### src/pkg/mic_consts.svh
// Purpose: register offsets, masks, field positions and reset values
// Assumes: byte addresses on a 32-bit register bus, one word per register
// Notes:   included by every design file that decodes the register map
`ifndef MIC_CONSTS_SVH
`define MIC_CONSTS_SVH

`define MIC_OFF_CORE   8'h00
`define MIC_OFF_PRIM_B 8'h04
`define MIC_OFF_PRIM_C 8'h08
`define MIC_OFF_GRP0   8'h0C
`define MIC_OFF_GRP1   8'h10
`define MIC_OFF_GRP2   8'h14
`define MIC_OFF_GRP3   8'h18
`define MIC_OFF_EDGE   8'h1C
`define MIC_OFF_STAT   8'h20

`define MIC_MASK_CORE  8'h67
`define MIC_MASK_PRIM  8'hFF
`define MIC_MASK_GRP0  8'h33
`define MIC_MASK_GRP1  8'hFF
`define MIC_MASK_GRP2  8'h77
`define MIC_MASK_GRP3  8'h33
`define MIC_MASK_EDGE  8'h0F
`define MIC_MASK_FLAGS 8'hF0

`define MIC_RESET_BYTE 8'h00
`define MIC_BIT_GIE    0
`define MIC_BIT_EXT0F  5
`define MIC_BIT_EXT1F  6
`define MIC_FLAG_LSB   4
`define MIC_NUM_SRC    10
`define MIC_NUM_REG    7

`endif

### src/pkg/mic_pkg.sv
// Purpose: shared types of the interrupt controller
// Assumes: constants live in mic_consts.svh
// Notes:   bank index 0 core, 1..2 primary, 3..6 group registers
package mic_pkg;
  typedef logic [6:0][7:0] mic_bank_t;
  typedef enum logic [1:0] {
    MIC_EDGE_OFF  = 2'h0,
    MIC_EDGE_RISE = 2'h1,
    MIC_EDGE_FALL = 2'h2,
    MIC_EDGE_BOTH = 2'h3
  } mic_edge_t;
endpackage
### src/pkg/mic_ext_if.sv
// Purpose: carries external pin levels, edge modes and detected events
// Assumes: pins already synchronous to ref_clk
// Notes:   ctrl side is the controller, det side the edge detector
`timescale 1ns/10ps
interface mic_ext_if;
  logic [1:0] pin;
  logic [3:0] sel;
  logic [1:0] arm;
  logic [1:0] evt;
  modport ctrl (output pin, output sel, output arm, input evt);
  modport det  (input pin, input sel, input arm, output evt);
endinterface

### src/design/mic_edge_detect.sv
// Purpose: edge detection on the two external request pins
// Assumes: pins synchronous to clk; arm already qualifies pin function
// Notes:   first cycle after reset never reports an edge
`timescale 1ns/10ps
module mic_edge_detect (
  input wire logic clk,
  input wire logic rst,
  mic_ext_if.det   ext
);
  logic [1:0] prev_r;
  logic [1:0] prev_nxt;
  logic       primed_r;
  logic       primed_nxt;
  logic [1:0] hit;

  // edge match per pin from its two-bit mode
  always_comb begin
    prev_nxt   = ext.pin;
    primed_nxt = 1'b1;
    for (int i = 0; i < 2; i++) begin
      unique case (mic_pkg::mic_edge_t'(ext.sel[2*i +: 2]))
        mic_pkg::MIC_EDGE_OFF:  hit[i] = 1'b0;
        mic_pkg::MIC_EDGE_RISE: hit[i] = ext.pin[i] & ~prev_r[i];
        mic_pkg::MIC_EDGE_FALL: hit[i] = ~ext.pin[i] & prev_r[i];
        mic_pkg::MIC_EDGE_BOTH: hit[i] = ext.pin[i] ^ prev_r[i];
      endcase
    end
  end

  // unprimed history would fake an edge on a pin held high at reset
  assign ext.evt = hit & ext.arm & {2{primed_r}};

  always_ff @(posedge clk or posedge rst) begin
    if (rst) begin
      prev_r   <= 2'h0;
      primed_r <= 1'b0;
    end else begin
      prev_r   <= prev_nxt;
      primed_r <= primed_nxt;
    end
  end

  property p_fall_pin1;
    @(posedge clk) disable iff (rst)
      (ext.sel[3:2] == 2'h2 && ext.arm[1] && primed_r && $fell(ext.pin[1])) |-> ext.evt[1];
  endproperty
  a_fall_pin1: assert property (p_fall_pin1) else $error("falling edge on pin 1 missed");

  property p_off_silent;
    @(posedge clk) disable iff (rst)
      (ext.sel[1:0] == 2'h0 || !ext.arm[0]) |-> !ext.evt[0];
  endproperty
  a_off_silent: assert property (p_off_silent) else $error("pin 0 event while disabled");
endmodule

### src/design/mic_irq_ctrl.sv
// Purpose: interrupt flags, enables, priority pick and vectoring for the core
// Assumes: APB master per protocol; core pulses irqAck when it takes a request
// Notes:   zero-wait APB slave; read data is captured in the setup cycle
//
// Summary of operation
// a source event sets its request flag; flags reset to zero
// a flag with enable low stays set but raises no request
// global enable low suppresses every request
// taking a request pushes the return address and loads the source vector
// return from interrupt pops the saved address and resumes
// servicing clears the global enable automatically
// events during service still set their flags
// software may set the global enable again inside a service routine
// no request is acknowledged while the stack is full
// simultaneous enabled requests are resolved by fixed priority
// priority order and vector addresses are design parameters
// a newly set flag wakes the part; flags already set do not
// external flag sets on the edge chosen by its select field
// edge codes: 00 off, 01 rising, 10 falling, 11 both
// pin acts as interrupt only if enabled, selected and an input
// servicing an external request clears its flag; pull-ups unaffected
// group flag sets when a member sets; service clears only the group flag
// second primary register: flags converter, group1, group0, serial; enables below
// third primary register: flags group3, timebase1, timebase0, group2; enables below
// group register 0: compact timer0 A/P flags bits 5,4, enables 1,0
// group register 1: standard timer A/P, compact timer1 A/P, enables below
// group register 2: serial-if bit 6, periodic A/P bits 5,4, enables 2..0
// group register 3: memory-write bit 5, low-volt bit 4, enables 1,0
`timescale 1ns/10ps
`include "mic_consts.svh"
module mic_irq_ctrl #(
  parameter int                 PCW        = 12,
  parameter int                 VEC_BASE   = 4,
  parameter int                 VEC_STEP   = 4,
  parameter int                 DEPTH_W    = 4,
  parameter logic [9:0][3:0]    PRIO_ORDER = {4'h9, 4'h8, 4'h7, 4'h6, 4'h5, 4'h4, 4'h3, 4'h2, 4'h1, 4'h0}
) (
  input  wire logic            ref_clk,
  input  wire logic            rst,
  input  wire logic [7:0]      paddr,
  input  wire logic            psel,
  input  wire logic            penable,
  input  wire logic            pwrite,
  input  wire logic [31:0]     pwdata,
  output logic      [31:0]     prdata,
  output logic                 pready,
  output logic                 pslverr,
  input  wire logic [1:0]      extIrqPin,
  input  wire logic [1:0]      pinFuncSel,
  input  wire logic [1:0]      pinDirIn,
  input  wire logic [3:0]      primaryEvt,
  input  wire logic [15:0]     memberEvt,
  input  wire logic            stackFull,
  input  wire logic            irqAck,
  input  wire logic            returnFromIrq,
  input  wire logic            lowPowerMode,
  output logic                 irqReq,
  output logic      [PCW-1:0]  irqVector,
  output logic      [3:0]      irqIndex,
  output logic                 wakeUp
);
  localparam int NSRC = `MIC_NUM_SRC;
  // source order: ext0, ext1, converter, group0, group1, serial, group2, tb0, tb1, group3
  localparam int SRC_REG [NSRC] = '{0, 0, 1, 1, 1, 1, 2, 2, 2, 2};
  localparam int SRC_BIT [NSRC] = '{5, 6, 7, 5, 6, 4, 4, 5, 6, 7};

  // refuse shapes the vector, depth and index logic cannot hold
  if (PCW < 4 || PCW > 16) begin : g_bad_pcw
    $error("PCW must lie between 4 and 16");
  end
  if (DEPTH_W < 1 || DEPTH_W > 8) begin : g_bad_depth
    $error("DEPTH_W must lie between 1 and 8");
  end
  for (genvar g = 0; g < NSRC; g++) begin : g_chk_prio
    if (PRIO_ORDER[g] >= NSRC) begin : g_bad_prio
      $error("PRIO_ORDER entry out of range");
    end
  end

  mic_pkg::mic_bank_t  irq_r;
  mic_pkg::mic_bank_t  irq_nxt;
  logic [3:0]          edge_r;
  logic [3:0]          edge_nxt;
  logic [DEPTH_W-1:0]  depth_r;
  logic [DEPTH_W-1:0]  depth_nxt;
  logic                irqReq_r;
  logic                irqReq_nxt;
  logic [3:0]          irqIdx_r;
  logic [3:0]          irqIdx_nxt;
  logic [PCW-1:0]      irqVec_r;
  logic [PCW-1:0]      irqVec_nxt;
  logic                wakeUp_r;
  logic                wakeUp_nxt;
  logic [31:0]         prdata_r;
  logic [31:0]         prdata_nxt;
  logic                pready_r;
  logic                pready_nxt;
  logic                pslverr_r;
  logic                pslverr_nxt;
  logic                apbSetup;
  logic                apbWrite;
  logic                addrOk;
  logic [3:0]          apbIdx;
  logic                ackTake;
  logic [3:0]          grpRise;
  logic [7:0]          anyRise;
  logic [NSRC-1:0]     pendNow;
  logic [NSRC-1:0]     pendNxt;
  logic                pickFound;
  logic [3:0]          pickIdx;

  mic_ext_if extBus ();

  // implemented bits of each bank register
  function automatic logic [7:0] regMask(input int idx);
    unique case (idx)
      0:       regMask = `MIC_MASK_CORE;
      3:       regMask = `MIC_MASK_GRP0;
      4:       regMask = `MIC_MASK_GRP1;
      5:       regMask = `MIC_MASK_GRP2;
      6:       regMask = `MIC_MASK_GRP3;
      default: regMask = `MIC_MASK_PRIM;
    endcase
  endfunction

  // flag at bit n+4 pairs with its enable at bit n
  function automatic logic [NSRC-1:0] pendOf(input mic_pkg::mic_bank_t bank);
    for (int i = 0; i < NSRC; i++) begin
      pendOf[i] = bank[SRC_REG[i]][SRC_BIT[i]] & bank[SRC_REG[i]][SRC_BIT[i] - `MIC_FLAG_LSB];
    end
  endfunction

  // first pending source in parameter order wins
  function automatic logic [4:0] pickOf(input logic [NSRC-1:0] pend);
    pickOf = 5'h00;
    for (int i = NSRC - 1; i >= 0; i--) begin
      if (pend[PRIO_ORDER[i]]) begin
        pickOf = {1'b1, PRIO_ORDER[i]};
      end
    end
  endfunction

  // pin qualification: enable, pin function and input direction together
  assign extBus.pin = extIrqPin;
  assign extBus.sel = edge_r;
  assign extBus.arm = {irq_r[0][2], irq_r[0][1]} & pinFuncSel & pinDirIn;

  mic_edge_detect u_edge (
    .clk (ref_clk),
    .rst (rst),
    .ext (extBus)
  );

  // bus decode; offsets step by one word
  assign apbSetup = psel & ~penable;
  assign apbWrite = psel & penable & pready_r & pwrite;
  assign addrOk   = (paddr[1:0] == 2'h0) && (paddr <= `MIC_OFF_STAT);
  assign apbIdx   = paddr[5:2];
  assign ackTake  = irqAck & irqReq_r;
  assign pendNow  = pendOf(irq_r);

  // flag and enable bank: write, then auto clear, then hardware set
  always_comb begin
    irq_nxt  = irq_r;
    edge_nxt = edge_r;
    if (apbWrite && addrOk) begin
      if (apbIdx < 4'(`MIC_NUM_REG)) begin
        irq_nxt[apbIdx[2:0]] = pwdata[7:0] & regMask(int'(apbIdx));
      end else if (paddr == `MIC_OFF_EDGE) begin
        edge_nxt = pwdata[3:0];
      end
    end
    // service entry: the chosen flag and the global enable drop
    if (ackTake) begin
      irq_nxt[0][`MIC_BIT_GIE] = 1'b0;
      for (int i = 0; i < NSRC; i++) begin
        if (irqIdx_r == 4'(i)) begin
          irq_nxt[SRC_REG[i]][SRC_BIT[i]] = 1'b0;
        end
      end
    end
    // hardware sets last so an event never loses to a clear
    irq_nxt[0][`MIC_BIT_EXT0F] = irq_nxt[0][`MIC_BIT_EXT0F] | extBus.evt[0];
    irq_nxt[0][`MIC_BIT_EXT1F] = irq_nxt[0][`MIC_BIT_EXT1F] | extBus.evt[1];
    irq_nxt[1][7] = irq_nxt[1][7] | primaryEvt[0];
    irq_nxt[1][4] = irq_nxt[1][4] | primaryEvt[1];
    irq_nxt[2][5] = irq_nxt[2][5] | primaryEvt[2];
    irq_nxt[2][6] = irq_nxt[2][6] | primaryEvt[3];
    for (int g = 0; g < 4; g++) begin
      irq_nxt[3 + g] = irq_nxt[3 + g] | ({memberEvt[4*g +: 4], 4'h0} & regMask(3 + g));
      grpRise[g] = |(irq_nxt[3 + g] & ~irq_r[3 + g] & `MIC_MASK_FLAGS);
    end
    // member flags stay set; only the group flag is serviced
    irq_nxt[1][5] = irq_nxt[1][5] | grpRise[0];
    irq_nxt[1][6] = irq_nxt[1][6] | grpRise[1];
    irq_nxt[2][4] = irq_nxt[2][4] | grpRise[2];
    irq_nxt[2][7] = irq_nxt[2][7] | grpRise[3];
  end

  always_ff @(posedge ref_clk or posedge rst) begin
    if (rst) begin
      irq_r  <= {`MIC_NUM_REG{`MIC_RESET_BYTE}};
      edge_r <= 4'h0;
    end else begin
      irq_r  <= irq_nxt;
      edge_r <= edge_nxt;
    end
  end

  // request, vector and wake; built from next state so no stale request follows an ack
  always_comb begin
    pendNxt              = pendOf(irq_nxt);
    {pickFound, pickIdx} = pickOf(pendNxt);
    irqReq_nxt = irq_nxt[0][`MIC_BIT_GIE] & pickFound & ~stackFull;
    irqIdx_nxt = pickFound ? pickIdx : irqIdx_r;
    irqVec_nxt = PCW'(VEC_BASE + int'(irqIdx_nxt) * VEC_STEP);
    for (int r = 0; r < `MIC_NUM_REG; r++) begin
      anyRise[r] = |(irq_nxt[r] & ~irq_r[r] & `MIC_MASK_FLAGS);
    end
    anyRise[7] = 1'b0;
    // a flag set before sleep shows no rise, so it cannot wake
    wakeUp_nxt = lowPowerMode & (|anyRise);
  end

  // nesting depth mirrors the core stack: push on ack, pop on return
  always_comb begin
    depth_nxt = depth_r;
    if (ackTake && !returnFromIrq && depth_r != {DEPTH_W{1'b1}}) begin
      depth_nxt = depth_r + 1'b1;
    end else if (returnFromIrq && !ackTake && depth_r != '0) begin
      depth_nxt = depth_r - 1'b1;
    end
  end

  always_ff @(posedge ref_clk or posedge rst) begin
    if (rst) begin
      irqReq_r <= 1'b0;
      irqIdx_r <= 4'h0;
      irqVec_r <= '0;
      wakeUp_r <= 1'b0;
      depth_r  <= '0;
    end else begin
      irqReq_r <= irqReq_nxt;
      irqIdx_r <= irqIdx_nxt;
      irqVec_r <= irqVec_nxt;
      wakeUp_r <= wakeUp_nxt;
      depth_r  <= depth_nxt;
    end
  end

  // bus answer: zero wait, data and error settled during setup
  always_comb begin
    pready_nxt  = apbSetup;
    pslverr_nxt = apbSetup & ~addrOk;
    prdata_nxt  = prdata_r;
    if (apbSetup) begin
      prdata_nxt = 32'h0000_0000;
      if (addrOk && apbIdx < 4'(`MIC_NUM_REG)) begin
        prdata_nxt[7:0] = irq_r[apbIdx[2:0]];
      end else if (addrOk && paddr == `MIC_OFF_EDGE) begin
        prdata_nxt[3:0] = edge_r;
      end else if (addrOk) begin
        prdata_nxt[3:0] = irqIdx_r;
        prdata_nxt[4]   = irqReq_r;
        prdata_nxt[8 +: DEPTH_W] = depth_r;
      end
    end
  end

  always_ff @(posedge ref_clk or posedge rst) begin
    if (rst) begin
      prdata_r  <= 32'h0000_0000;
      pready_r  <= 1'b0;
      pslverr_r <= 1'b0;
    end else begin
      prdata_r  <= prdata_nxt;
      pready_r  <= pready_nxt;
      pslverr_r <= pslverr_nxt;
    end
  end

  assign prdata    = prdata_r;
  assign pready    = pready_r;
  assign pslverr   = pslverr_r;
  assign irqReq    = irqReq_r;
  assign irqVector = irqVec_r;
  assign irqIndex  = irqIdx_r;
  assign wakeUp    = wakeUp_r;

  property p_gie_gates;
    @(posedge ref_clk) disable iff (rst)
      irqReq_r |-> irq_r[0][`MIC_BIT_GIE];
  endproperty
  a_gie_gates: assert property (p_gie_gates) else $error("request with global enable low");

  property p_stack_full;
    @(posedge ref_clk) disable iff (rst)
      stackFull |=> !irqReq_r;
  endproperty
  a_stack_full: assert property (p_stack_full) else $error("request while stack full");

  property p_ack_clears_gie;
    @(posedge ref_clk) disable iff (rst)
      ackTake |=> !irq_r[0][`MIC_BIT_GIE] && !irqReq_r;
  endproperty
  a_ack_clears_gie: assert property (p_ack_clears_gie) else $error("global enable kept after ack");

  property p_conv_sets;
    @(posedge ref_clk) disable iff (rst)
      primaryEvt[0] |=> irq_r[1][7];
  endproperty
  a_conv_sets: assert property (p_conv_sets) else $error("converter event lost");

  property p_req_enabled;
    @(posedge ref_clk) disable iff (rst)
      irqReq_r |-> pendNow[irqIdx_r];
  endproperty
  a_req_enabled: assert property (p_req_enabled) else $error("request for disabled source");

  property p_ext0_cleared;
    @(posedge ref_clk) disable iff (rst)
      (ackTake && irqIdx_r == 4'h0 && !extBus.evt[0]) |=> !irq_r[0][`MIC_BIT_EXT0F];
  endproperty
  a_ext0_cleared: assert property (p_ext0_cleared) else $error("pin 0 flag survived service");

  property p_group1_sets;
    @(posedge ref_clk) disable iff (rst)
      (memberEvt[4] && !irq_r[4][4]) |=> irq_r[1][6] && irq_r[4][4];
  endproperty
  a_group1_sets: assert property (p_group1_sets) else $error("group 1 flag not raised");

  property p_wake;
    @(posedge ref_clk) disable iff (rst)
      (lowPowerMode && primaryEvt[1] && !irq_r[1][4]) |=> wakeUp_r;
  endproperty
  a_wake: assert property (p_wake) else $error("no wake on new flag");

  property p_pop;
    @(posedge ref_clk) disable iff (rst)
      (returnFromIrq && !ackTake && depth_r != '0) |=> depth_r == $past(depth_r) - 1'b1;
  endproperty
  a_pop: assert property (p_pop) else $error("return did not pop depth");
endmodule

### config.mk
export PLATFORM = sky130hd
export DESIGN_NAME = mic_irq_ctrl
export DESIGN_NICKNAME = d
export VERILOG_FILES = /design/src/pkg/mic_pkg.sv /design/src/pkg/mic_ext_if.sv /design/src/design/mic_edge_detect.sv /design/src/design/mic_irq_ctrl.sv
export VERILOG_INCLUDE_DIRS = /design/src /design/src/pkg
export SDC_FILE = /design/constraint.sdc
export NUM_CORES = 1
export LEC_CHECK = 0
export ABC_AREA = 1
export BUFFER_PORTS_ARGS = -buffer_cell sky130_fd_sc_hd__buf_2
export CAP_MARGIN = 30
export CORE_MARGIN = 2
export CORE_UTILIZATION = 54
export DETAILED_ROUTE_END_ITERATION = 16
export GPL_TIMING_DRIVEN = 0
export PLACE_DENSITY = 0.81
export RECOVER_POWER = 50
export SYNTH_ARGS = -nofsm -noshare
export SYNTH_HDL_FRONTEND = slang
export SYNTH_SLANG_ARGS = --single-unit
### constraint.sdc
create_clock -name ref_clk -period 3.4 [get_ports ref_clk]
set_clock_uncertainty 0.05 [all_clocks]
set_input_delay 0 -clock ref_clk [delete_from_list [all_inputs] [get_ports ref_clk]]
set_output_delay 0 -clock ref_clk [all_outputs]
set_load 0.005 [all_outputs]
Word level (Yosys, flattened, before mapping)
Cells that the tools add are included.
- register bits: 94
- latch bits: 0
- memory bits (writable): 0
- bits in read-only memories: 0
- bits of input ports: 75
- output and inout port bits: 52
- memories kept: 0
- add/sub/neg operators: 3
- multipliers: 0
- div/mod/pow operators: 0
- magnitude comparators: 4
- eq/ne operators: 20
- shift-type cells: 0
- mux-type cells: 47
- bitwise logic cells: 66
- reduce and logical (&&, ||, !) cells: 25
- operator list (cell ; count):
    $mux 56 ; 2
    $and 8x8->8 ; 8
    $mux 5 ; 12
    $bwmux 56 ; 1
    $not 8->8 ; 7
    $mux 4 ; 9
    $mux 8 ; 4
    $reduce_or 28->1 ; 1
    $bmux 8 s3 ; 1
    $demux 8 s3 ; 1
    $eq 4x3->1 const B ; 6
    $pmux 8 s3 ; 1
    $and 1x1->1 ; 23
    $or 8x6->8 ; 2
    $reduce_or 4->1 ; 4
    $eq 4x2->1 const B ; 3
    $mux 1 ; 12
    $or 1x1->1 ; 10
    $logic_and 1x1->1 ; 9
    $and 2x2->2 ; 4
    $eq 2x2->1 const B ; 4
    $eq 4x4->1 const B ; 2
    $eq 8x5->1 const B ; 1
    $le 8x6->1 const B ; 1
    23 further kinds ; 37

Longest topological paths before layout
Gate-level depths: netlist of run 1.
- depth after elaboration: 26
- mapped depth: 24

By module
Synthesis of run 1 repeated with hierarchy kept, for this count alone.
- cells, all modules: 691
- area total of the unflattened synthesis: 5257.5 µm²
- by module, submodules not included (module ; times used ; cells each ; area an instance (µm²) ; sequential area each (µm²)):
    mic_irq_ctrl ; 1 ; 652 ; 5012.3 ; 2227.1
    mic_edge_detect ; 1 ; 39 ; 245.2 ; 75.1

Worst setup path before layout of run 1
No wires, ideal clock.
- path kind: register -> register
- from: register pready_r, in the netlist pready
- to: register irqVec_r[4], in the netlist irqVector[4]
- data arrival time: 2.432 ns
- slack: 0.791 ns
- stages on the path, launching flop included: 23
- clock period less this slack: 2.609 ns
- cells stage by stage: dfrtp_1 > nand2_1 > nor2_2 > inv_1 > nor3_4 > nand2_2 > buf_6 > nand2_2 > nand3b_2 > nand2_1 > nand2_1 > nor2_2 > nand2_2 > nand2_2 > nand2_2 > nor2_4 > nand2_1 > nor2_2 > nand2_1 > nand2_2 > ha_1 > inv_1 > xor2_1
- RTL lines (element ; RTL line ; text):
    start: declaration ; mic_irq_ctrl.sv:96 ; logic pready_r;
    start signal: assignment ; mic_irq_ctrl.sv:277 ; pready_r <= pready_nxt;
    end signal: assignment ; mic_irq_ctrl.sv:245 ; irqVec_r <= irqVec_nxt;
    end: declaration ; mic_irq_ctrl.sv:90 ; logic [PCW-1:0] irqVec_r;

==> results, run 1 <==
- In the final routed layout, each cell accounts on average for about 16 um.
- The half-perimeter wire length after placement is between 10000 and 15000 um.
- By area the synthesized netlist is led by dfrtp_1 (44%), nand2_1 (12%), inv_1 (7.3%).
- The library cell used most frequently in the layout, excluding fill and tap cells, is nand2_1.
- The area share of and/or/nand/nor cells after synthesis is 26.2%.
- Setup repair after global routing left no endpoint under its margin.
- The clock buffer count from CTS is 9.
- The worst hold path cell count is 3.
- The number of standard cells after synthesis is 661.
- Hold is met by around 0.011 ns.
- The maximum vdd drop is between 200 and 300 uV.
- Derived from the worst setup path, the maximum achievable clock frequency is ~320 MHz.
- The largest family of logic cells by synthesized area is simple AND/OR/NAND/NOR gates.
- The post-synthesis sequential area ratio is between 40% and 50%.
- The later pin in the worst-skew pair is clocked with a latency of 0.37 ns.
- Entering global routing, the biggest net connects 65 pins.
- The DRC violations left is 0.
- Data arrives at the worst endpoint at about 3.3 ns.
- The antenna diode count is 0.
- The checks that failed: max-capacitance violations, max-slew violations.
- In this run the tool buffered the top-level ports with a little under 70 buffer cells.
- The total number of H-tree levels is 3.
- Before antenna repair, the detailed router went through 5 iterations.
- STA classifies the critical path endpoint as a flip-flop.
- After synthesis the netlist holds a flip-flop and latch count of slightly above 90.
- For this run the aggregate overflow at the end of global routing stands at 0.
- The first routing iteration left roughly 430 violations.
- Relative to the synthesized area, the layout overhead comes to 22.3%.
- Once detail routing completed, the nets flagged for antenna violations numbered 0.
- The number of synthesized flops with an enable pin is 0.
- In this run the cell area of the synthesized design comes to roughly 5200 um^2.
- Leaving out fill and tap cells, the most frequent cells in the layout are nand2_1 (165), inv_1 (100), dfrtp_1 (92).
- The worst setup path is launched from an input pin.
- Across all layers, the routed design uses between 4000 and 5000 vias.
- Across the run, the number of max-cap violations was 1.
- The tree built by TritonCTS fans out to 92 sinks.
- A synthesized cell averages between 7 and 8 um^2.
- The global-route wire length before repair is around 24000 um.
- The placeable core area is between 9000 and 10000 um^2.
- Of the available clock period, the critical path in the final layout requires 91.2%.
- After filler insertion, the fill cell instance count of the layout stands at approximately 820.
- The routed design could run at a clock period as short as 3.10 ns.
- The portion of synthesized area spent on multiplexers is less than 1%.
- The sequential cells in the finished layout cover a total of around 2300 um^2.
- The number of cell rows is 35.
- In the final layout, the share of cells above drive strength 1 is between 10% and 20%.
- The via density per instance is between 5 and 6.
- The number of warnings reported in the yosys synthesis log is 0.
- Walking the worst path, the cells encountered are dlygate4sd3_1 > buf_6 > inv_2 > nor2_2 > nand2_8 > nand2_4 > nor2_4 > nand3_4 > nand2_1 > nand3b_1 > nand2_1 > nand4_1 > nand2_1 > nand2_1 > nor2_4 > nand2_1 > nor2_2 > nand2_1 > nand2_2 > ha_1 > inv_1 > nor3b_1.
- After synthesis, the share of flip-flops with an asynchronous set or reset is 100%.
- The clock passes through at most 2 buffers.
- STA puts the critical path data required time at around 3.6 ns.
- The flow ran to the end, but the final reports show violations.
- The power per standard cell area is around 380 nW/um^2.
- The height of the die is between 100 and 150 um.
- In this run the count of I/O pins placed on the die edge is around 130.
- The worst hold path belongs to the class input pin to flip-flop.
- For this run, the slowest stage of the critical path takes around 0.55 ns.
- The share of the synthesized area in the top cell type is ~44%.
- The net total in the final layout is roughly 880.
- Headroom to the max-slew limit came out at -5.02%.
- After Yosys synthesis, full adders, half adders and majority gates account for 2.08% of the synthesized area.
- The master cell of the clock root buffer is clkbuf_8.
- For the pin with the worst max-slew slack, the measured transition is about 1.6 ns.
- Among all flip-flop cells after synthesis, the most frequent one is dfrtp_1.
- The standard cell with the maximum stage delay on the critical path is dlygate4sd3_1.
- Summing the areas of all xor and xnor instances in the mapped netlist gives 0.676% of the synthesized area.
- The clock transition at the registers of the reported paths is about 0.09 ns.
- The count of final hold-check violations is 0.
- The via count of the first global-routing pass is 4890.
- Global routing used 30.4% of the available tracks.
- The final routed wirelength across all metal layers is between 15000 and 20000 um.
- Summed over all failing endpoints, the final setup total negative slack is 0 ns.
- The TritonCTS clock tree is yes.
- Counting distinct cell types in the post-synthesis netlist gives 50.
- The global placement routability congestion is 1.07.
- The static leakage is around 3.4 nW.
- Summing all multi-input logic gate instances after layout gives 2340 um^2.
- The synthesized design spends more area on one cell type than any other, namely dfrtp_1.
- The final number of setup-violating endpoints is 0.
- The most common cell type on the critical path is nand2_1.
- Once the floorplan was initialized, standard cells occupied roughly 56% of the core.
- In this run the worst path has a maximum fanout of 10.
- The worst setup path category is input pin to flip-flop.
- The initial antenna violation count is 0.
- The synthesized-area fraction occupied by ao, oa, aoi and oai cells is about an eighth.
- The depth of the worst register-to-register path is 20.
- The final-report max-slew violation count is 65.
- The die is slightly above 100 um wide.
- The area of the die is 10400 um^2.
==> critical path, delay by kind of cell <==
kind	cells	cell delay, ns
buf+inv	4	0.88
simple gates	17	2.28
fa+ha+maj	1	0.16
==> per-layer routing <==
| metal | wire, um | up-vias | track usage (%) |
|---|---|---|---|
| met2 | 7210 | 270 | 50.4 |
| met5 | 0 | - | 0 |
| met3 | 1320 | 42 | 7.18 |
| li1 | - | 2365 | - |
| met4 | 477 | 0 | 12.6 |
| met1 | 6060 | 2316 | 38.6 |
==> cells in the mapped netlist (2+ instances only) <==
cell type	n
a21oi_1	20
a221oi_1	3
a22oi_1	4
a311o_1	2
a311oi_1	2
a31oi_1	3
buf_2	2
buf_4	29
buf_6	2
clkbuf_1	4
conb_1	2
dfrtp_1	92
ha_1	7
inv_1	101
inv_2	3
mux2i_1	3
nand2_1	165
nand2_2	7
nand2_4	2
nand3_1	33
nand3_2	3
nand3b_1	6
nand4_1	9
nor2_1	51
nor2_2	8
nor2_4	3
nor3_1	5
nor4_1	2
o211ai_1	10
o21ai_0	40
o21bai_1	2
o221ai_1	4
o22ai_1	12
xor2_1	4
==> through the flow <==
stage	std cells	utilization (%)	area (um^2)	worst slack [ns]	power, mW
finish	933	68.3	6340	0.301	2.43
CTS	931	68.2	6330	0.104	2.44
global placement	884	62.3	5780	-0.101	1.56
global route	933	68.3	6340	0.00637	2.56
detailed placement	886	62.6	5810	0.112	1.59
floorplan	687	-	5280	0.791	1.46
==> report_power, final <==
group          internal, mW  total, mW  switching (mW)
registers              1.14       1.18          0.0340
logic                 0.169      0.418           0.249
clock network         0.419      0.838           0.418
==> kinds of logic after synthesis <==
kind of cell | Yosys count
xor+xnor | 4
compound gates | 110
buf+inv | 143
mux | 3
fa+ha+maj | 8
flops | 92
other cells | 2
simple gates | 299
==> final cells by class <==
class | instances | share of cell area, %
buffer | 37 | 4.19
multi-input combinational | 452 | 36.9
timing repair buffer | 102 | 10.2
sequential | 92 | 36.3
clock inverter | 6 | 1.52
tap | 129 | 2.55
inverter | 106 | 6.34
clock buffer | 9 | 1.95
==> worst paths after layout <==
kind                           start            to  slack [ns]
max                         paddr[4]  irqVector[6]        0.30
min                        pwdata[5]     irq_r[29]        0.01
max reg2reg                   pready  irqVector[6]        0.32
min reg2reg                 irq_r[7]      irq_r[7]        0.43
max in group asynchronous        rst    depth_r[0]        0.85
min in group asynchronous        rst     async pin        0.38
==> timing repair <==
item	4_1_cts	5_1_grt
buffers inserted	0	2
gates resized for setup	0	6
hold endpoints to repair	127	0
endpoints found under the setup margin	0	4
hold buffers	30	0
Power figures use the tool's default switching activity.
==> run 2, diff against run 1 <==
ABC_AREA = default   (was 1)
PLACE_DENSITY = 0.8   (was 0.81)
==> results, run 2 <==
- Outcome: finished with violations (unchanged).
- Violated checks: max-capacitance violations, max-slew violations (unchanged).
- The via density per instance is 5.83 (was 5.35).
- The area share of and/or/nand/nor cells after synthesis is 19.7% (was 26.2%).
- The final-report max-slew violation count is 64 (was 65).
- The post-route fraction of the period consumed by the critical path is 97.2% (was 91.2%).
- The routing layer with the top usage in global route is met2 (unchanged).
- The met2 track utilization from global routing is 46.5% (was 50.4%).
- The met3 global-route usage came to 6.10% (was 7.18%).
- The post-synthesis sequential area ratio is 43.8% (was 44.4%).
- The post-route minimum period is 3.30 ns (was 3.10 ns).
- The startpoint of the worst register-to-register path is pready (unchanged).
- The required time of the critical path was 3.61 ns (was 3.63 ns).
- The clock sink total is 92 (unchanged).
- The synthesized cell area is 5250 um^2 (was 5180 um^2).
- The clock insertion delay at the later pin of the skew report was 0.38 ns (was 0.37 ns).
- The number of standard cells after synthesis is 515 (was 661).
- The worst setup path category is input pin to flip-flop (unchanged).
- The flop and latch count out of synthesis came to 92 (unchanged).
- The register-to-register setup slack is 0.20 ns (was 0.32 ns).
- The number of buffers added on ports is 66 (was 68).
- The total congestion overflow came to 0 (unchanged).
- The maximum fanout encountered on the critical timing path is 10 (unchanged).
- The pin count of the biggest net entering global routing is 64 (was 65).
- The headroom to the max-slew limit is -3.16% (was -5.02%).
- The number of ports placed on the die boundary was 127 (unchanged).
- The area overhead of the layout relative to synthesis is 21.9% (was 22.3%).
- The height of the die came to 103 um (was 102 um).
- The clock buffer count from CTS was 9 (unchanged).
- The largest area contributor in the netlist is dfrtp_1 (unchanged).
- The share of total power consumed by net switching is 31.3% (was 28.8%).
- The share of the synthesized area in the top cell type was 43.8% (was 44.4%).
- The die outline width is 103 um (was 102 um).
- The total internal power is 1.65 mW (was 1.73 mW).
- The total number of H-tree levels came to 3 (unchanged).
- The final routed wirelength across all metal layers came to 14100 um (was 15100 um).
- The arrival time of data at the critical path endpoint is 3.52 ns (was 3.33 ns).
- The TritonCTS clock tree was yes (unchanged).
- The sequential fraction of design power is 52.1% (was 48.3%).
- The end of the worst hold path is irq_r[39] (was irq_r[29]).
- The xor/xnor share of the synthesized area is 1.00% (was 0.676%).
- The met1 track utilization from global routing is 39.1% (was 38.6%).
- The critical hold path startpoint is pwdata[7] (was pwdata[5]).
- The main flop type after synthesis is dfrtp_1 (unchanged).
- The power per standard cell area is 376 nW/um^2 (was 384 nW/um^2).
- The static leakage came to 3.01 nW (was 3.36 nW).
- The placeable core area was 9330 um^2 (was 9280 um^2).
- The maximum frequency from static timing analysis is 303 MHz (was 323 MHz).
- The clock transition at the registers of the reported paths is 0.09 ns (about the same).
- The synthesized-area fraction occupied by ao, oa, aoi and oai cells is 15.5% (was 13.0%).
- The starting DRC count in detailed routing is 442 (was 431).
- The capture point of the worst reg-to-reg path was irqVector[6] (unchanged).
- Leading cell types in the layout, fill and taps excluded: dfrtp_1 (92), buf_2 (56), nand2_1 (54) (was nand2_1 (165), inv_1 (100), dfrtp_1 (92)).
- The via count of the first global-routing pass is 4360 (was 4890).
- The net total in the final layout came to 738 (was 883).
- The antenna diode count is 0 (unchanged).
- The count of antenna-violating nets left after detailed routing is 0 (unchanged).
- The depth of the worst register-to-register path came to 11 (was 20).
- The maximum vdd drop came to 244 uV (was 298 uV).
- The number of synthesized flops with an enable pin is 0 (unchanged).
- The kind of path behind the tightest hold check is input pin to flip-flop (unchanged).
- The effective utilization at floorplan is 56.3% (was 55.8%).
- The final number of setup-violating endpoints was 0 (unchanged).
- The master cell of the clock root buffer is clkbuf_8 (unchanged).
- The synthesized area per cell is 10.2 um^2 (was 7.84 um^2).
- The relative contribution of the clock network to total power is 29.0% (was 34.5%).
- The startpoint type of the worst setup path was an input pin (unchanged).
- The area of the die was 10500 um^2 (was 10400 um^2).
- The half-perimeter wire length after placement came to 10400 um (was 11400 um).
- The switching power of the nets is 0.752 mW (was 0.701 mW).
- The non-filler instance count after layout is 789 (was 933).
- The capturing element type of the critical path is a flip-flop (unchanged).
- The via count of the routed design is 4601 (was 4993).
- The share of flip-flops with an asynchronous set or reset after synthesis is 100% (unchanged).
- The initial antenna violation count is 0 (unchanged).
- The hold slack is 0.0163 ns (was 0.0113 ns).
- The number of cell rows came to 35 (unchanged).
- The most frequent standard cell in the layout excluding fill and tap cells is dfrtp_1 (was nand2_1).
- The flip-flop and latch area is 2300 um^2 (unchanged).
- The DRC violations left is 0 (unchanged).
- The number of library cell types mapped by synthesis is 78 (was 50).
- Unrepaired setup endpoints after global routing: false (unchanged).
- The combinational share of power is 18.9% (was 17.2%).
- The worst hold path cell count was 4 (was 3).
- The largest family of logic cells by synthesized area was simple AND/OR/NAND/NOR gates (unchanged).
- The count of final hold-check violations is 0 (unchanged).
- The buffer levels on the longest clock path is 2 (unchanged).
- The mux contribution to synthesized area is 10.5% (was 0.580%).
- The number of inserted filler cells in the final layout was 731 (was 815).
- Top cell types by occurrence after synthesis: dfrtp_1 (92), nand2_1 (54), buf_4 (27) (was nand2_1 (165), inv_1 (101), dfrtp_1 (92)).
- The combined area of the multi-input logic cells is 2710 um^2 (was 2340 um^2).
- The global-route wire length before repair came to 22700 um (was 23800 um).
- The global router's overall resource usage is 28.7% (was 30.4%).
- The global placement routability congestion is 0.884 (was 1.07).
- The average wire per cell in the routed design is 17.9 um (was 16.2 um).
- The number of search-and-repair iterations in the first detailed-routing pass was 5 (unchanged).
- The adder-cell area share of the yosys netlist is 2.05% (was 2.08%).
- The actual slew at the worst max-slew pin is 1.55 ns (was 1.58 ns).
- The count of placed standard cells including taps is 737 (was 886).
- The most numerous cell in the Yosys netlist is dfrtp_1 (was nand2_1).
- The fraction of layout cells with a size suffix above 1 came to 22.9% (was 17.4%).
- Leading post-synthesis cells by cell area: dfrtp_1 (44%), buf_4 (3.9%), nand2_1 (3.9%) (was dfrtp_1 (44%), nand2_1 (12%), inv_1 (7.3%)).
- The number of warnings reported in the yosys synthesis log is 0 (unchanged).
- The max capacitance violation total is 1 (unchanged).
- The total design power is 2.41 mW (was 2.43 mW).
-- run 2: changes by cell type after synthesis, moves of 8 or more --
cell | previous run | this run
nand2_1 | 165 | 54
inv_1 | 101 | 23
nor2_1 | 51 | 19
nor2b_1 | 0 | 20
o21ai_0 | 40 | 21
mux2_2 | 0 | 16
mux2i_1 | 3 | 19
nand3_1 | 33 | 17
nand2b_1 | 0 | 14
clkbuf_1 | 4 | 12
mux4_2 | 0 | 8
nor2_2 | 8 | 0
-- run 2: layout make-up --
type,instances,area share [%]
multi-input combinational,378,42.3
clock buffer,10,1.99
sequential,92,36.0
buffer,47,4.57
inverter,24,1.43
clock inverter,6,0.743
timing repair buffer,103,10.5
tap,129,2.52
-- run 2: power by group through the flow --
stage                     Combinational, mW  Clock [mW]  Sequential [mW]
after floorplan                       0.289           0             1.25
after global placement                0.419           0             1.27
after detailed placement              0.434           0             1.27
after CTS                             0.461       0.705             1.25
after global routing                  0.510       0.743             1.27
final                                 0.454       0.698             1.25
-- run 2: how the worst max path moves through the flow --
stage / start / end / slack (ns)
finish: paddr[6] / irqVector[6] / 0.1
global route: paddr[6] / irqVector[6] / 0.009
CTS: paddr[6] / irqVector[6] / 0.04
detailed placement: pready / irqVector[6] / -0.007
global placement: rst / depth_r[1] / -0.04
floorplan: pready / irqVector[6] / 0.53
-- run 2: worst max-delay path, stage by stage --
cell and delay [ns]:
dlygate4sd3_1 0.52, buf_2 0.13, or4_4 0.46, buf_2 0.23
nor4_4 0.51, o21ai_1 0.22, a32oi_1 0.57, a21oi_1 0.08
a21oi_1 0.22, o21ai_2 0.13, ha_1 0.24, and4b_1 0.19
-- run 2: cells by family after synthesis --
family                   count (synthesis)
AND/OR/NAND/NOR                        182
AO/OA/AOI/OAI                          111
flip-flops                              92
buffers and inverters                   71
multiplexers                            43
adder cells (fa/ha/maj)                  8
XOR/XNOR                                 6
other                                    2
-- run 2: per-stage QoR --
stage | worst slack, ns | TNS (ns) | instance area, um^2 | util, %
after floorplan | 0.531 | 0 | 5350 | -
after global placement | -0.0390 | -2.83 | 5840 | 62.6
after detailed placement | -0.00687 | -0.00687 | 5870 | 63.0
after CTS | 0.0405 | 0 | 6390 | 68.5
after global routing | 0.00886 | 0 | 6400 | 68.6
final | 0.0960 | 0 | 6400 | 68.6
-- run 2: layer usage --
metal | wire, um | up-vias | part of all wire, %
li1 | - | 2093 | -
met1 | 5780 | 2232 | 41
met2 | 6790 | 247 | 48
met3 | 1240 | 29 | 8.7
met4 | 337 | 0 | 2.4
met5 | 0 | - | 0
-- run 2: repair_timing --
action                                  4_1_cts  5_1_grt
hold buffers                                 33        0
pin swaps                                     1        2
gates cloned                                  0        0
endpoints found under the setup margin        1        4
resized for setup                             0        8
buffers inserted                              1        2
hold endpoints to repair                    132        0
==> run 3, diff against run 2 <==
CORE_UTILIZATION = 56   (was 54)
CTS_BUF_LIST = sky130_fd_sc_hd__clkbuf_8   (was default)
PLACE_DENSITY = 0.83   (was 0.8)
==> results, run 3 (synthesized netlist as in run 2, its figures left out) <==
- The master cell of the clock root buffer is clkbuf_8 (unchanged).
- The global placement routability congestion is 0.951 (was 0.884).
- The flip-flop and latch area is 2300 um^2 (unchanged).
- The post-route minimum period came to 3.29 ns (was 3.30 ns).
- The max capacitance violation total is 1 (unchanged).
- The capturing element type of the critical path is a flip-flop (unchanged).
- The most frequent standard cell in the layout excluding fill and tap cells was dfrtp_1 (unchanged).
- The number of search-and-repair iterations in the first detailed-routing pass came to 5 (unchanged).
- The area overhead of the layout relative to synthesis is 23.0% (was 21.9%).
- The final-report max-slew violation count is 63 (was 64).
- The starting DRC count in detailed routing is 468 (was 442).
- The placeable core area is 9150 um^2 (was 9330 um^2).
- The buffer levels on the longest clock path was 2 (unchanged).
- The maximum fanout encountered on the critical timing path is 10 (unchanged).
- The number of buffers added on ports is 66 (unchanged).
- The required time of the critical path came to 3.66 ns (was 3.61 ns).
- The half-perimeter wire length after placement is 10500 um (was 10400 um).
- The kind of path behind the tightest hold check is input pin to flip-flop (unchanged).
- The via density per instance is 6.02 (was 5.83).
- The kind of cell adding the most delay to the critical path was simple AND/OR/NAND/NOR gates (was compound AO/OA/AOI/OAI gates).
- The actual slew at the worst max-slew pin was 1.54 ns (was 1.55 ns).
- The number of inserted filler cells in the final layout is 715 (was 731).
- The most common cell type on the critical path is buf_2.
- The final number of setup-violating endpoints is 0 (unchanged).
- The arrival time of data at the critical path endpoint came to 3.55 ns (was 3.52 ns).
- The post-route fraction of the period consumed by the critical path is 96.8% (was 97.2%).
- The average wire per cell in the routed design came to 18.7 um (was 17.9 um).
- Outcome: finished with violations (unchanged).
- The die outline width is 101 um (was 103 um).
- The via count of the first global-routing pass is 4446 (was 4360).
- The maximum vdd drop is 194 uV (was 244 uV).
- The final routed wirelength across all metal layers is 14500 um (was 14100 um).
- Leading cell types in the layout, fill and taps excluded: dfrtp_1 (92), buf_2 (62), nand2_1 (54) (was dfrtp_1 (92), buf_2 (56), nand2_1 (54)).
- The non-filler instance count after layout is 773 (was 789).
- The antenna diode count is 0 (unchanged).
- The utilization of the core after routing is 70.6% (was 68.6%).
- The combined area of the multi-input logic cells came to 2720 um^2 (was 2710 um^2).
- The clock transition at the registers of the reported paths is 0.10 ns (was 0.09 ns).
- The clock buffer count from CTS is 9 (unchanged).
- The number of ports placed on the die boundary came to 127 (unchanged).
- The net total in the final layout is 740 (was 738).
- Violated checks: max-capacitance violations, max-slew violations (unchanged).
- Worst path cell trace: dlygate4sd3_1 > buf_2 > or4_4 > buf_2 > nor4b_4 > o32ai_1 > a31oi_1 > nor2_1 > a211oi_2 > o211a_1 > ha_1 > and4b_1 (was dlygate4sd3_1 > buf_2 > or4_4 > buf_2 > nor4_4 > o21ai_1 > a32oi_1 > a21oi_1 > a21oi_1 > o21ai_2 > ha_1 > and4b_1).
- The count of antenna-violating nets left after detailed routing was 0 (unchanged).
- The TritonCTS clock tree is yes (unchanged).
- The clock sink total is 92 (unchanged).
- The worst setup path category was input pin to flip-flop (unchanged).
- The startpoint type of the worst setup path is an input pin (unchanged).
- The number of cell rows came to 35 (unchanged).
- The count of final hold-check violations is 0 (unchanged).
- The area of the die is 10200 um^2 (was 10500 um^2).
- The total number of H-tree levels is 3 (unchanged).
- The pin count of the biggest net entering global routing is 63 (was 64).
- The maximum frequency from static timing analysis is 304 MHz (was 303 MHz).
- The effective utilization at floorplan is 57.4% (was 56.3%).
- The global router's overall resource usage was 29.4% (was 28.7%).
- The power per standard cell area is 390 nW/um^2 (was 376 nW/um^2).
- The headroom to the max-slew limit is -2.47% (was -3.16%).
- The standard cell with the maximum stage delay on the critical path was dlygate4sd3_1 (was a32oi_1).
- The fraction of layout cells with a size suffix above 1 is 24.0% (was 22.9%).
- The static leakage is 3.07 nW (was 3.01 nW).
- The critical path's largest stage delay is 0.53 ns (was 0.57 ns).
- The count of placed standard cells including taps is 719 (was 737).
- The height of the die is 101 um (was 103 um).
- The count of buffering cells on the critical path with inverters included is 3 (unchanged).
- The clock insertion delay at the later pin of the skew report was 0.37 ns (was 0.38 ns).
- The global-route wire length before repair was 22700 um (about the same).
- The DRC violations left is 0 (unchanged).
- The initial antenna violation count is 0 (unchanged).
- The total congestion overflow was 0 (unchanged).
- The post-route setup TNS is 0 ns (unchanged).
- The via count of the routed design is 4657 (was 4601).
-- run 3: cell count changes in the layout (fill, tap and decap cells not counted), sizes merged --
cell | previous run | this run
bufinv | 0 | 1
buf | 90 | 95
dlygate4sd3 | 33 | 35
clkbuf | 37 | 31
clkinv | 3 | 2
inv | 25 | 26
-- run 3: repair_timing --
| action | in CTS | in global routing |
|---|---|---|
| setup endpoints to repair | 1 | 4 |
| gates resized for setup | 0 | 10 |
| hold buffers | 35 | 0 |
| endpoints found under the hold margin | 135 | 0 |
| buffers inserted | 2 | 1 |
| pin swaps | 1 | 2 |
-- run 3: through the flow --
| stage | setup WS, ns | power [mW] | hold WS [ns] | area, um^2 |
|---|---|---|---|---|
| after floorplan | 0.531 | 1.54 | -0.0186 | 5350 |
| after global placement | -0.0574 | 1.69 | 0.0896 | 5820 |
| after detailed placement | -0.00185 | 1.71 | -0.0198 | 5850 |
| after CTS | 0.0424 | 2.52 | 0.0427 | 6430 |
| after global routing | -0.0206 | 2.63 | 0.0851 | 6460 |
| final | 0.109 | 2.52 | 0.0454 | 6460 |
-- run 3: worst reg2reg max path, cell delays in order, from the launching register on --
cell	delay (ns)
dfrtp_1	0.37
nand4_1	0.14
clkbuf_2	0.29
nor4_4	0.47
mux2_2	0.41
a21boi_1	0.15
a21oi_2	0.23
nand2_1	0.10
a211oi_2	0.37
o211a_1	0.23
ha_1	0.17
and4b_1	0.19
-- run 3: layer usage --
metal / part of all wire [%] / GRT usage, %
met5: 0 / 0
met3: 8.1 / 3.68
met2: 48 / 48.1
met1: 40 / 40.1
met4: 3.2 / 11.7
-- run 3: worst paths after layout --
check | from | to | slack, ns | depth (start not counted)
max | paddr[6] | irqVector[6] | 0.11 | 12
min | psel | prdata[5] | 0.05 | 5
max reg2reg | pready | irqVector[6] | 0.17 | 11
min reg2reg | flip-flop | flip-flop | 0.43 | 2
max in group asynchronous | rst | irq_r[5] | 0.82 | 4
min in group asynchronous | rst | irq_r[44] | 0.41 | 3
-- run 3: power by group --
part | total (mW) | switching (mW) | internal, mW | leakage [nW]
Sequential | 1.25 | 0.0911 | 1.16 | 1.15
Clock | 0.800 | 0.440 | 0.360 | 0.107
Combinational | 0.465 | 0.242 | 0.224 | 1.81
-- run 3: final cells by class --
class                      count  share of cell area (%)
timing repair buffer         105                    10.8
clock inverter                 7                    1.45
inverter                      24                    1.41
multi-input combinational    378                    42.1
buffer                        47                    4.53
clock buffer                   9                    1.92
sequential                    92                    35.6
tap                          111                    2.15
